## src/acsp_regs.svh

```systemverilog
// Purpose: constants of the serial configuration port
// Assumes: 13-bit register address space, byte-wide registers
// Notes: control register addresses are fixed here for the whole block
`ifndef ACSP_REGS_SVH
`define ACSP_REGS_SVH

`define ACSP_ADDR_W 13
`define ACSP_ADDR_HI_W 5
`define ACSP_CHAN_IDX_ADDR 13'h0005
`define ACSP_CLK_CFG_ADDR 13'h0006
`define ACSP_BANK_BASE 13'h0008
`define ACSP_CHAN_SEL_RST 2'h3
`define ACSP_CLK_CFG_RST 4'h0
`define ACSP_CLK_CFG_W 4
`define ACSP_RW_BIT 7
`define ACSP_LEN_HI_BIT 6
`define ACSP_LEN_LO_BIT 5
`define ACSP_LEN_MANY 2'h3
`define ACSP_BIT_LAST 3'h7

`endif

```

## src/acsp_pkg.sv

```systemverilog
// Purpose: shared types of the serial configuration port
// Assumes: nothing beyond the constants header
// Notes: clock config field order matches the register byte, bit 3 first
package acsp_pkg;

    typedef struct packed {
        logic duty_stabilizer_enable;
        logic clock_halving_select;
        logic single_ended_pin_select;
        logic single_ended;
    } acsp_clk_cfg_type;

    typedef enum logic [2:0] {
        ST_IDLE,
        ST_INSTR_HI,
        ST_INSTR_LO,
        ST_DATA,
        ST_DONE
    } acsp_phase_type;

endpackage

```

## src/acsp_clk_sel.sv

```systemverilog
// Purpose: sample clock pin choice and optional halving
// Assumes: sample clock pins are slow against sys_clk
// Notes: output is a one-cycle enable per used sample clock edge
`timescale 1ns/10ps
module acsp_clk_sel (
    input wire logic sys_clk,
    input wire logic rst_n,
    input wire logic sample_clock_pos,
    input wire logic sample_clock_neg,
    input acsp_pkg::acsp_clk_cfg_type cfg,
    output logic sample_en
);

    logic pos_m, pos_q, neg_m, neg_q;
    logic lvl, lvl_q, lvl_d;
    logic half_q, half_d;
    logic en_d;

    always_comb begin
        // differential: positive leg above negative leg
        if (cfg.single_ended) begin
            lvl = cfg.single_ended_pin_select ? neg_q : pos_q;
        end else begin
            lvl = pos_q & ~neg_q;
        end
        lvl_d = lvl;
        half_d = half_q;
        en_d = 1'b0;
        if (lvl && !lvl_q) begin
            half_d = ~half_q;
            en_d = !cfg.clock_halving_select || half_q;
        end
    end

    always_ff @(posedge sys_clk) begin
        if (!rst_n) begin
            pos_m <= 1'b0;
            pos_q <= 1'b0;
            neg_m <= 1'b0;
            neg_q <= 1'b0;
            lvl_q <= 1'b0;
            half_q <= 1'b0;
            sample_en <= 1'b0;
        end else begin
            pos_m <= sample_clock_pos;
            pos_q <= pos_m;
            neg_m <= sample_clock_neg;
            neg_q <= neg_m;
            lvl_q <= lvl_d;
            half_q <= half_d;
            sample_en <= en_d;
        end
    end

endmodule

```

## src/acsp_core.sv

```systemverilog
// Purpose: three-wire configuration port with channel banks and clock setup
// Assumes: host sclk well below sys_clk/4, mode: sample rising, shift falling
// Notes: serial and sample clock inputs pass two flops; sdio_oe_n low while the port drives
// Operation
// - clock, active-low select, one shared data wire
// - select-low frame carries three or more bytes
// - first byte MSB: one reads, zero writes
// - length code gives one to four-plus bytes
// - thirteen-bit address split over instruction bytes
// - address counter advances per following data byte
// - two instruction bytes come before data
// - whole bytes, most significant bit first
// - select rising ends the transfer
// - channel select steers following instructions
// - default writes both channels, reads first
// - single-ended or differential, pin choice bit
// - halving bit divides sample clock by two
// - duty stabilizer bit enables the stabilizer
`include "acsp_regs.svh"
`timescale 1ns/10ps
module acsp_core #(
    parameter int NCH = 2,
    parameter int BANK_WORDS = 8
) (
    input wire logic sys_clk,
    input wire logic rst_n,
    input wire logic sclk,
    input wire logic cs_n,
    input wire logic sdio_i,
    output logic sdio_o,
    output logic sdio_oe_n,
    input wire logic sample_clock_pos,
    input wire logic sample_clock_neg,
    output acsp_pkg::acsp_clk_cfg_type clk_cfg,
    output logic duty_stabilizer_enable,
    output logic sample_en,
    output logic [NCH-1:0] chan_sel,
    output logic [NCH-1:0][BANK_WORDS*8-1:0] bank_out
);

    localparam int IW = $clog2(BANK_WORDS);

    ////////////////////////////////////////////////////////////////////////
    // pin synchronisers
    logic sclk_m, sclk_s, sclk_p;
    logic cs_m, cs_s, cs_p;
    logic sdio_m, sdio_s;
    logic sclk_rise, sclk_fall, cs_fall;

    always_ff @(posedge sys_clk) begin
        if (!rst_n) begin
            sclk_m <= 1'b0;
            sclk_s <= 1'b0;
            sclk_p <= 1'b0;
            cs_m <= 1'b1;
            cs_s <= 1'b1;
            cs_p <= 1'b1;
            sdio_m <= 1'b0;
            sdio_s <= 1'b0;
        end else begin
            sclk_m <= sclk;
            sclk_s <= sclk_m;
            sclk_p <= sclk_s;
            cs_m <= cs_n;
            cs_s <= cs_m;
            cs_p <= cs_s;
            sdio_m <= sdio_i;
            sdio_s <= sdio_m;
        end
    end

    assign sclk_rise = sclk_s && !sclk_p;
    assign sclk_fall = !sclk_s && sclk_p;
    assign cs_fall = !cs_s && cs_p;

    ////////////////////////////////////////////////////////////////////////
    // transfer engine
    acsp_pkg::acsp_phase_type st_q, st_d;
    logic [2:0] bit_q, bit_d;
    logic [7:0] sr_q, sr_d, rx;
    logic [7:0] ihi_q, ihi_d;
    logic [`ACSP_ADDR_W-1:0] addr_q, addr_d, addr_new;
    logic rd_q, rd_d;
    logic [1:0] len_q, len_d, cnt_q, cnt_d;
    logic [7:0] tx_q, tx_d;
    logic tx_bit;
    logic oe_q, oe_d, dout_q, dout_d;
    logic [NCH-1:0] chan_sel_q, chan_sel_d;
    acsp_pkg::acsp_clk_cfg_type cfg_q, cfg_d;
    logic wr_stb;
    logic [IW-1:0] wr_idx;
    logic [7:0] wr_data;
    logic [BANK_WORDS*8-1:0] bank_w [NCH];

    function automatic logic in_bank(input logic [`ACSP_ADDR_W-1:0] a);
        return (a - `ACSP_BANK_BASE) < `ACSP_ADDR_W'(BANK_WORDS);
    endfunction

    // reads come from the lowest selected channel only
    function automatic logic [7:0] rdata(input logic [`ACSP_ADDR_W-1:0] a);
        logic [7:0] v;
        logic [IW-1:0] i;
        v = 8'h00;
        i = IW'(a - `ACSP_BANK_BASE);
        if (a == `ACSP_CHAN_IDX_ADDR) begin
            v = 8'(chan_sel_q);
        end else if (a == `ACSP_CLK_CFG_ADDR) begin
            v = 8'(cfg_q);
        end else if (in_bank(a)) begin
            for (int c = NCH - 1; c >= 0; c--) begin
                if (chan_sel_q[c]) begin
                    v = bank_w[c][i*8 +: 8];
                end
            end
        end
        return v;
    endfunction

    assign tx_bit = tx_q[3'h7 - bit_q];
    assign rx = {sr_q[6:0], sdio_s};
    assign addr_new = {ihi_q[`ACSP_ADDR_HI_W-1:0], rx};

    always_comb begin
        st_d = st_q;
        bit_d = bit_q;
        sr_d = sr_q;
        ihi_d = ihi_q;
        addr_d = addr_q;
        rd_d = rd_q;
        len_d = len_q;
        cnt_d = cnt_q;
        tx_d = tx_q;
        oe_d = oe_q;
        dout_d = dout_q;
        chan_sel_d = chan_sel_q;
        cfg_d = cfg_q;
        wr_stb = 1'b0;
        wr_idx = IW'(addr_q - `ACSP_BANK_BASE);
        wr_data = rx;
        if (cs_s) begin
            st_d = acsp_pkg::ST_IDLE;
            oe_d = 1'b0;
            bit_d = 3'h0;
        end else if (cs_fall) begin
            st_d = acsp_pkg::ST_INSTR_HI;
            bit_d = 3'h0;
            oe_d = 1'b0;
        end else if (sclk_rise && st_q != acsp_pkg::ST_IDLE) begin
            sr_d = rx;
            bit_d = bit_q + 3'h1;
            if (bit_q == `ACSP_BIT_LAST) begin
                unique case (st_q)
                    acsp_pkg::ST_INSTR_HI: begin
                        ihi_d = rx;
                        st_d = acsp_pkg::ST_INSTR_LO;
                    end
                    acsp_pkg::ST_INSTR_LO: begin
                        addr_d = addr_new;
                        rd_d = ihi_q[`ACSP_RW_BIT];
                        len_d = ihi_q[`ACSP_LEN_HI_BIT:`ACSP_LEN_LO_BIT];
                        cnt_d = 2'h0;
                        tx_d = rdata(addr_new);
                        st_d = acsp_pkg::ST_DATA;
                    end
                    acsp_pkg::ST_DATA: begin
                        if (!rd_q) begin
                            if (addr_q == `ACSP_CHAN_IDX_ADDR) begin
                                chan_sel_d = rx[NCH-1:0];
                            end else if (addr_q == `ACSP_CLK_CFG_ADDR) begin
                                cfg_d = rx[`ACSP_CLK_CFG_W-1:0];
                            end else begin
                                wr_stb = in_bank(addr_q);
                            end
                        end
                        addr_d = addr_q + `ACSP_ADDR_W'(1);
                        tx_d = rdata(addr_q + `ACSP_ADDR_W'(1));
                        // bounded lengths stop after the coded byte count
                        if (len_q != `ACSP_LEN_MANY && cnt_q == len_q) begin
                            st_d = acsp_pkg::ST_DONE;
                        end else if (cnt_q != `ACSP_LEN_MANY) begin
                            cnt_d = cnt_q + 2'h1;
                        end
                    end
                    default: begin
                    end
                endcase
            end
        end else if (sclk_fall && st_q == acsp_pkg::ST_DATA && rd_q) begin
            // drive on the falling edge so the host has released the wire
            oe_d = 1'b1;
            dout_d = tx_bit;
        end else if (sclk_fall && st_q == acsp_pkg::ST_DONE) begin
            oe_d = 1'b0;
        end
    end

    always_ff @(posedge sys_clk) begin
        if (!rst_n) begin
            st_q <= acsp_pkg::ST_IDLE;
            bit_q <= 3'h0;
            sr_q <= 8'h00;
            ihi_q <= 8'h00;
            addr_q <= '0;
            rd_q <= 1'b0;
            len_q <= 2'h0;
            cnt_q <= 2'h0;
            tx_q <= 8'h00;
            oe_q <= 1'b0;
            dout_q <= 1'b0;
            chan_sel_q <= NCH'(`ACSP_CHAN_SEL_RST);
            cfg_q <= `ACSP_CLK_CFG_RST;
        end else begin
            st_q <= st_d;
            bit_q <= bit_d;
            sr_q <= sr_d;
            ihi_q <= ihi_d;
            addr_q <= addr_d;
            rd_q <= rd_d;
            len_q <= len_d;
            cnt_q <= cnt_d;
            tx_q <= tx_d;
            oe_q <= oe_d;
            dout_q <= dout_d;
            chan_sel_q <= chan_sel_d;
            cfg_q <= cfg_d;
        end
    end

    ////////////////////////////////////////////////////////////////////////
    // per-channel register banks
    for (genvar c = 0; c < NCH; c++) begin : g_ch
        logic [BANK_WORDS*8-1:0] bank_q, bank_d;
        always_comb begin
            bank_d = bank_q;
            if (wr_stb && chan_sel_q[c]) begin
                bank_d[wr_idx*8 +: 8] = wr_data;
            end
        end
        always_ff @(posedge sys_clk) begin
            if (!rst_n) begin
                bank_q <= '0;
            end else begin
                bank_q <= bank_d;
            end
        end
        assign bank_w[c] = bank_q;
        assign bank_out[c] = bank_q;
    end

    ////////////////////////////////////////////////////////////////////////
    // sample clock and outputs
    acsp_clk_sel u_clk_sel (
        .sys_clk(sys_clk),
        .rst_n(rst_n),
        .sample_clock_pos(sample_clock_pos),
        .sample_clock_neg(sample_clock_neg),
        .cfg(cfg_q),
        .sample_en(sample_en)
    );

    assign sdio_o = dout_q;
    assign sdio_oe_n = ~oe_q;
    assign clk_cfg = cfg_q;
    assign duty_stabilizer_enable = cfg_q.duty_stabilizer_enable;
    assign chan_sel = chan_sel_q;

    logic byte_done;
    assign byte_done = sclk_rise && !cs_s && !cs_fall && bit_q == 3'h7;
endmodule

```

## config.mk

```make
export PLATFORM = sky130hd
export DESIGN_NAME = acsp_core
export DESIGN_NICKNAME = d
export VERILOG_FILES = /design/src/acsp_pkg.sv /design/src/acsp_clk_sel.sv /design/src/acsp_core.sv
export VERILOG_INCLUDE_DIRS = /design/src
export SDC_FILE = /design/constraint.sdc
export NUM_CORES = 1
export LEC_CHECK = 0
export BUFFER_PORTS_ARGS = -buffer_cell sky130_fd_sc_hd__buf_4
export CORE_MARGIN = 3
export CORE_UTILIZATION = 52
export DETAILED_ROUTE_END_ITERATION = 7
export PLACE_DENSITY_LB_ADDON = 0.3
export SLEW_MARGIN = 20
export SYNTH_ARGS = -nofsm -noshare
export SYNTH_HDL_FRONTEND = slang
export SYNTH_SLANG_ARGS = --single-unit
export TNS_END_PERCENT = 10
```

## constraint.sdc

```tcl
create_clock -name sys_clk -period 2.8 [get_ports sys_clk]
set_clock_uncertainty 0.05 [all_clocks]
set_input_delay 0.56 -clock sys_clk [delete_from_list [all_inputs] [get_ports sys_clk]]
set_output_delay 0.56 -clock sys_clk [all_outputs]
set_load 0.005 [all_outputs]
```

# Yosys cells after proc, flatten, opt, wreduce, memory -nomap -nowiden
# Cells that the tools add are included.
[word_totals]
output_inout_bits = 138
ram_bits = 0
latchBits = 0
mem_count = 0
ff_bits = 198
rom_bits = 0
[classes]
reduce_logical = 38
n_addsub = 8
div_mod_pow = 0
multipliers = 0
n_bitwise = 10
eq_ne = 18
shifts = 6
muxes = 36
n_lt_le_gt_ge = 4
[ops]
columns = ["op", "n"]
rows = [
  ["$shiftx 64x7->8", 4],
  ["$bwmux 64", 2],
  ["$mux 8", 10],
  ["$eq 13x3->1 const B", 6],
  ["$shift 8x34->64 const A", 1],
  ["$shiftx 8x34->64", 1],
  ["$lt 13x4->1 const B", 3],
  ["$sub 13x4->13 const B", 3],
  ["$neg 6->34", 1],
  ["$pmux 13 s2", 1],
  ["$mux 1", 16],
  ["$pmux 8 s2", 1],
  ["$reduce_and 5->1", 3],
  ["$reduce_and 7->1", 2],
  ["$add 13x1->13 const B", 1],
  ["$reduce_and 4->1", 3],
  ["$logic_and 1x1->1", 11],
  ["$ne 2x2->1 const B", 5],
  ["$not 1->1", 9],
  ["$pmux 3 s3", 1],
  ["$reduce_and 8->1", 1],
  ["$reduce_bool 2->1", 4],
  ["$eq 3x2->1 const B", 2],
  ["$eq 3x3->1 const B", 2],
  ["20 further kinds", 27],
]

# Logic depth before layout (Yosys ltp)
[depth]
word_depth = 11
mapped_depth = 12
ltp_nobuf = 9

# Hierarchy
# A second synthesis with hierarchy kept.
[hier_totals]
cells_unflattened = 1139
hier_area_um2 = 10611.4
[by_module_without_submodules]
columns = ["mod", "seq_area_each_um2", "instances", "area_each_um2", "cells_each"]
rows = [
  ["acsp_core", 3823.7, 1, 10368.7, 1117],
  ["acsp_clk_sel", 140.1, 1, 242.7, 22],
]

# Least setup slack after synthesis
# No wires, ideal clock.
[synth_path]
path_type = "register to register"
from = "reg addr_q[0]"
to = "reg tx_q[1]"
stages_incl_launch_ff = 13
slack_ns = -0.155
n_path_buf = 4
synth_period_minus_slack_ns = 2.955
arrival_ns = 2.789
setup_time_ns = 0.116
cell_sequence = "dfxtp_1 -> buf_2 -> buf_2 -> inv_1 -> ha_1 -> buf_4 -> buf_2 -> mux4_2 -> mux2i_1 -> o21ai_0 -> a21oi_1 -> nor2_1 -> a31o_1"
[synth_via]
elab_chain_len = 9
elab_cells_between_ends = 13
classes_between = "2 x add/sub; 1 x order compare; 2 x eq/ne; 2 x shift; 6 x mux"
[synth_rtl]
columns = ["item", "line", "rtl"]
rows = [
  ["start, declared", "acsp_core.sv:82", "logic [`ACSP_ADDR_W-1:0] addr_q, addr_d, addr_new;"],
  ["start signal, assigned", "acsp_core.sv:217", "addr_q <= addr_d;"],
  ["$add 13x1->13 *", "acsp_core.sv:176", "tx_d = rdata(addr_q + `ACSP_ADDR_W'(1));"],
  ["$sub 13x4->13 (no source line)", "-", ""],
  ["$shiftx 64x7->8", "acsp_core.sv:112", "v = bank_w[c][i*8 +: 8];"],
  ["$mux 8 (2 in series)", "acsp_core.sv:111", "if (chan_sel_q[c]) begin"],
  ["$mux 8", "acsp_core.sv:109", "end else if (in_bank(a)) begin"],
  ["$mux 8", "acsp_core.sv:107", "end else if (a == `ACSP_CLK_CFG_ADDR) begin"],
  ["$mux 8 *", "acsp_core.sv:105", "if (a == `ACSP_CHAN_IDX_ADDR) begin"],
  ["$pmux 8 s2 *", "acsp_core.sv:152", "unique case (st_q)"],
  ["end signal, assigned", "acsp_core.sv:221", "tx_q <= tx_d;"],
  ["end, declared", "acsp_core.sv:85", "logic [7:0] tx_q, tx_d;"],
]
# Every way passes the cells marked *; elsewhere a longest branch is shown, timed or not.
# A chain may end at the register's enable or synchronous reset.

# Final worst setup path
[layout_path]
from = "reg addr_q[1]"
to = "reg tx_q[4]"
# Same word-level chain as after synthesis.

==> flow_summary.json <==
{
  "status": "completed",
  "ys.flop_type": "dfxtp_1",
  "die_area_sq_um": 23100,
  "hp-class": "in -> reg",
  "synth_edf_count": 0,
  "worst_ep_required_time_ns": 3.14,
  "htree_levels": 4,
  "yosysTopAreaCell": "dfxtp_1",
  "core_area_sq_um": 20600,
  "antennaDiodeCount": 0,
  "overflow": 0,
  "yosys_register_bits": 198,
  "initial_utilization": 0.539,
  "syn-num-nets": 1173,
  "leakagePower_uw": 0.00530,
  "chipWidth_um": 152,
  "final_cell_area_sq_um": 13200,
  "setup_tns_ns": 0,
  "vdd.ir_drop.worst_mv": 0.408,
  "die_y_um": 152,
  "vias": 9817,
  "drtIter0Drc": 1110,
  "endpoint_kind": "flop",
  "cts_buffers": 17,
  "drcViolationCount": 0,
  "holdPathStages": 2,
  "final.min_clock_period_ns": 2.65,
  "slew_violations": 0,
  "area_growth_pct": 19.3,
  "final_util": 0.642,
  "clock_sinks": 198,
  "dp_slack_ns": 0.154,
  "maxSlewHeadroom": 0.503,
  "async_flop_share": 0,
  "fin_crit_sh": 0.945,
  "hold_buffers": 0,
  "postRouteAntennaNets": 0,
  "final_nets": 1309,
  "synth_top_area_share": 0.357,
  "antenna_found_initial": 0,
  "cts_tree": "done",
  "grt_max_degree": 192,
  "drtPass1Iterations": 5,
  "yosysSeqAreaShare": 0.357,
  "reg2reg_depth": 8,
  "pin_count": 145,
  "rsz0062_at_grt": "no",
  "clockBufferDepth": 2,
  "post-route-worst-setup-slack_ns": 0.153,
  "busiest_layer": "met1",
  "critPathArrivalTime_ns": 2.99,
  "port_buffers": 144,
  "drv_cap": 0,
  "wire_per_inst_um": 22.5,
  "clk_latency_ns": 0.45,
  "clk_pin_slew_ns": 0.08,
  "finalSetupViolations": 0,
  "cts-root-buf": "clkbuf_16",
  "yosysUniqueCellTypes": 74,
  "path_class": "reg -> reg",
  "yosysWarningCount": 0,
  "power_density_nw_per_um2": 410,
  "met2_usage": 0.436,
  "routabilityCongestion": 0.940,
  "grt_pass1_vias": 9116,
  "path_max_fanout": 9,
  "dpl_cell_area_sq_um": 12600,
  "synth_area_sq_um": 11100,
  "grt_use_total": 0.301,
  "hold_viol": 0,
  "drive_above_1_share": 0.275,
  "worst_setup_path_start_kind": "flop",
  "avgViaCountPerCell": 6.23,
  "fmax_mhz": 378,
  "fill_cells": 1684,
  "synth_area_per_cell_sq_um": 9.60,
  "netlist_top_cells_count": "dfxtp_1, nand2_1, mux2i_1, nor2b_1, a21boi_1",
  "grt_use_met1": 0.449,
  "grt_first_pass_wirelength_mm": 55.2,
  "hpwlAfterDp_mm": 25.4,
  "synth.area.top_cells": "dfxtp_1, mux4_2, mux2i_1",
  "synth_most_common_cell": "dfxtp_1",
  "core.rowCount": 52,
  "drt_wl_total_mm": 35.5,
  "worst_slew_pin_slew_ns": 0.746,
  "synth_cells": 1157,
  "use_met3": 0.0795
}
metrics by stage:
step           std cells  power (uW)  hold WS (ns)
2_1_floorplan       1157        2980         0.336
3_5_place_dp        1538        3000         0.346
4_1_cts             1570        5460         0.244
5_1_grt             1576        5580         0.244
3_3_place_gp        1538        3000         0.339
6_report            1576        5440         0.248
where the power goes:
| part | switching (uW) | total, uW | internal [uW] | leakage, uW |
|---|---|---|---|---|
| sequential | 4.81 | 2830 | 2820 | 0.00160 |
| combinational | 52.7 | 110 | 57.0 | 0.00341 |
| clock | 1230 | 2500 | 1270 | 0.000287 |
layer usage:
layer / vias to the layer above / part of all wire
li1: 4427 / -
met1: 4764 / 0.44
met2: 580 / 0.43
met3: 46 / 0.11
met4: 0 / 0.020
met5: - / 0
final timing paths:
| check | startpoint | to | slack (ns) |
|---|---|---|---|
| setup / recovery | addr_q[1] | tx_q[4] | 0.15 |
| hold / removal | cs_n | cs_m | 0.25 |
| setup reg to reg | addr_q[1] | tx_q[4] | 0.15 |
| hold reg to reg | cs_m | cs_s | 0.36 |
cell usage in the layout, fill, tap and decap left out, drive strengths merged, types with 6 or more instances in the layout:
cell type and n:
buf 207, dfxtp 198, nand2 162, mux2i 87
nor2b 86, a21boi 78, mux4 65, nand3 61
nor2 51, a21oi 31, and3 29, o21ai 28
and2 24, mux2 18, clkbuf 18, inv 18
nor3 16, nand4 12, nor4 10, a22oi 9
ha 9, nand2b 8, a211oi 7, xnor2 6
registers in the layout, indices dropped and copies added, names as in the netlist, 2 cells and up:
signal,count
ihi_q,8
st_q,3
addr_q,13
g_ch.bank_q,128
cnt_q,2
sr_q,7
tx_q,8
len_q,2
bit_q,3
chan_sel,2
clk_cfg,3
worst max-delay path, cell delays in order (launching register included):
cell      delay (ns)
dfxtp_1         0.33
buf_4           0.17
ha_1            0.32
nand3_2         0.20
or4_4           0.57
a211oi_2        0.22
nand4b_1        0.33
nor2_1          0.22
o221a_1         0.18
logic make-up after synthesis:
family | count (synthesis) | share of synthesized area
compound gates | 181 | 0.112
simple gates | 487 | 0.240
buf+inv | 101 | 0.0428
fa+ha+maj | 9 | 0.0101
flops | 198 | 0.357
xor+xnor | 11 | 0.00935
mux | 170 | 0.228
cell type report:
type / count / area, sq um / area share
tap: 270 / 338 / 0.0255
clock inverter: 14 / 159 / 0.0120
inverter: 11 / 41.3 / 0.00312
sequential: 198 / 3970 / 0.299
clock buffer: 18 / 429 / 0.0324
timing repair buffer: 207 / 1620 / 0.122
multi-input combinational: 858 / 6700 / 0.505
what timing repair did:
| action | in CTS | in global routing |
|---|---|---|
| gates resized for setup | 0 | 1 |
| buffers inserted | 0 | 6 |
| endpoints found under the setup margin | 0 | 3 |
| hold endpoints to repair | 0 | 0 |
(Power assumes the default switching activity.)
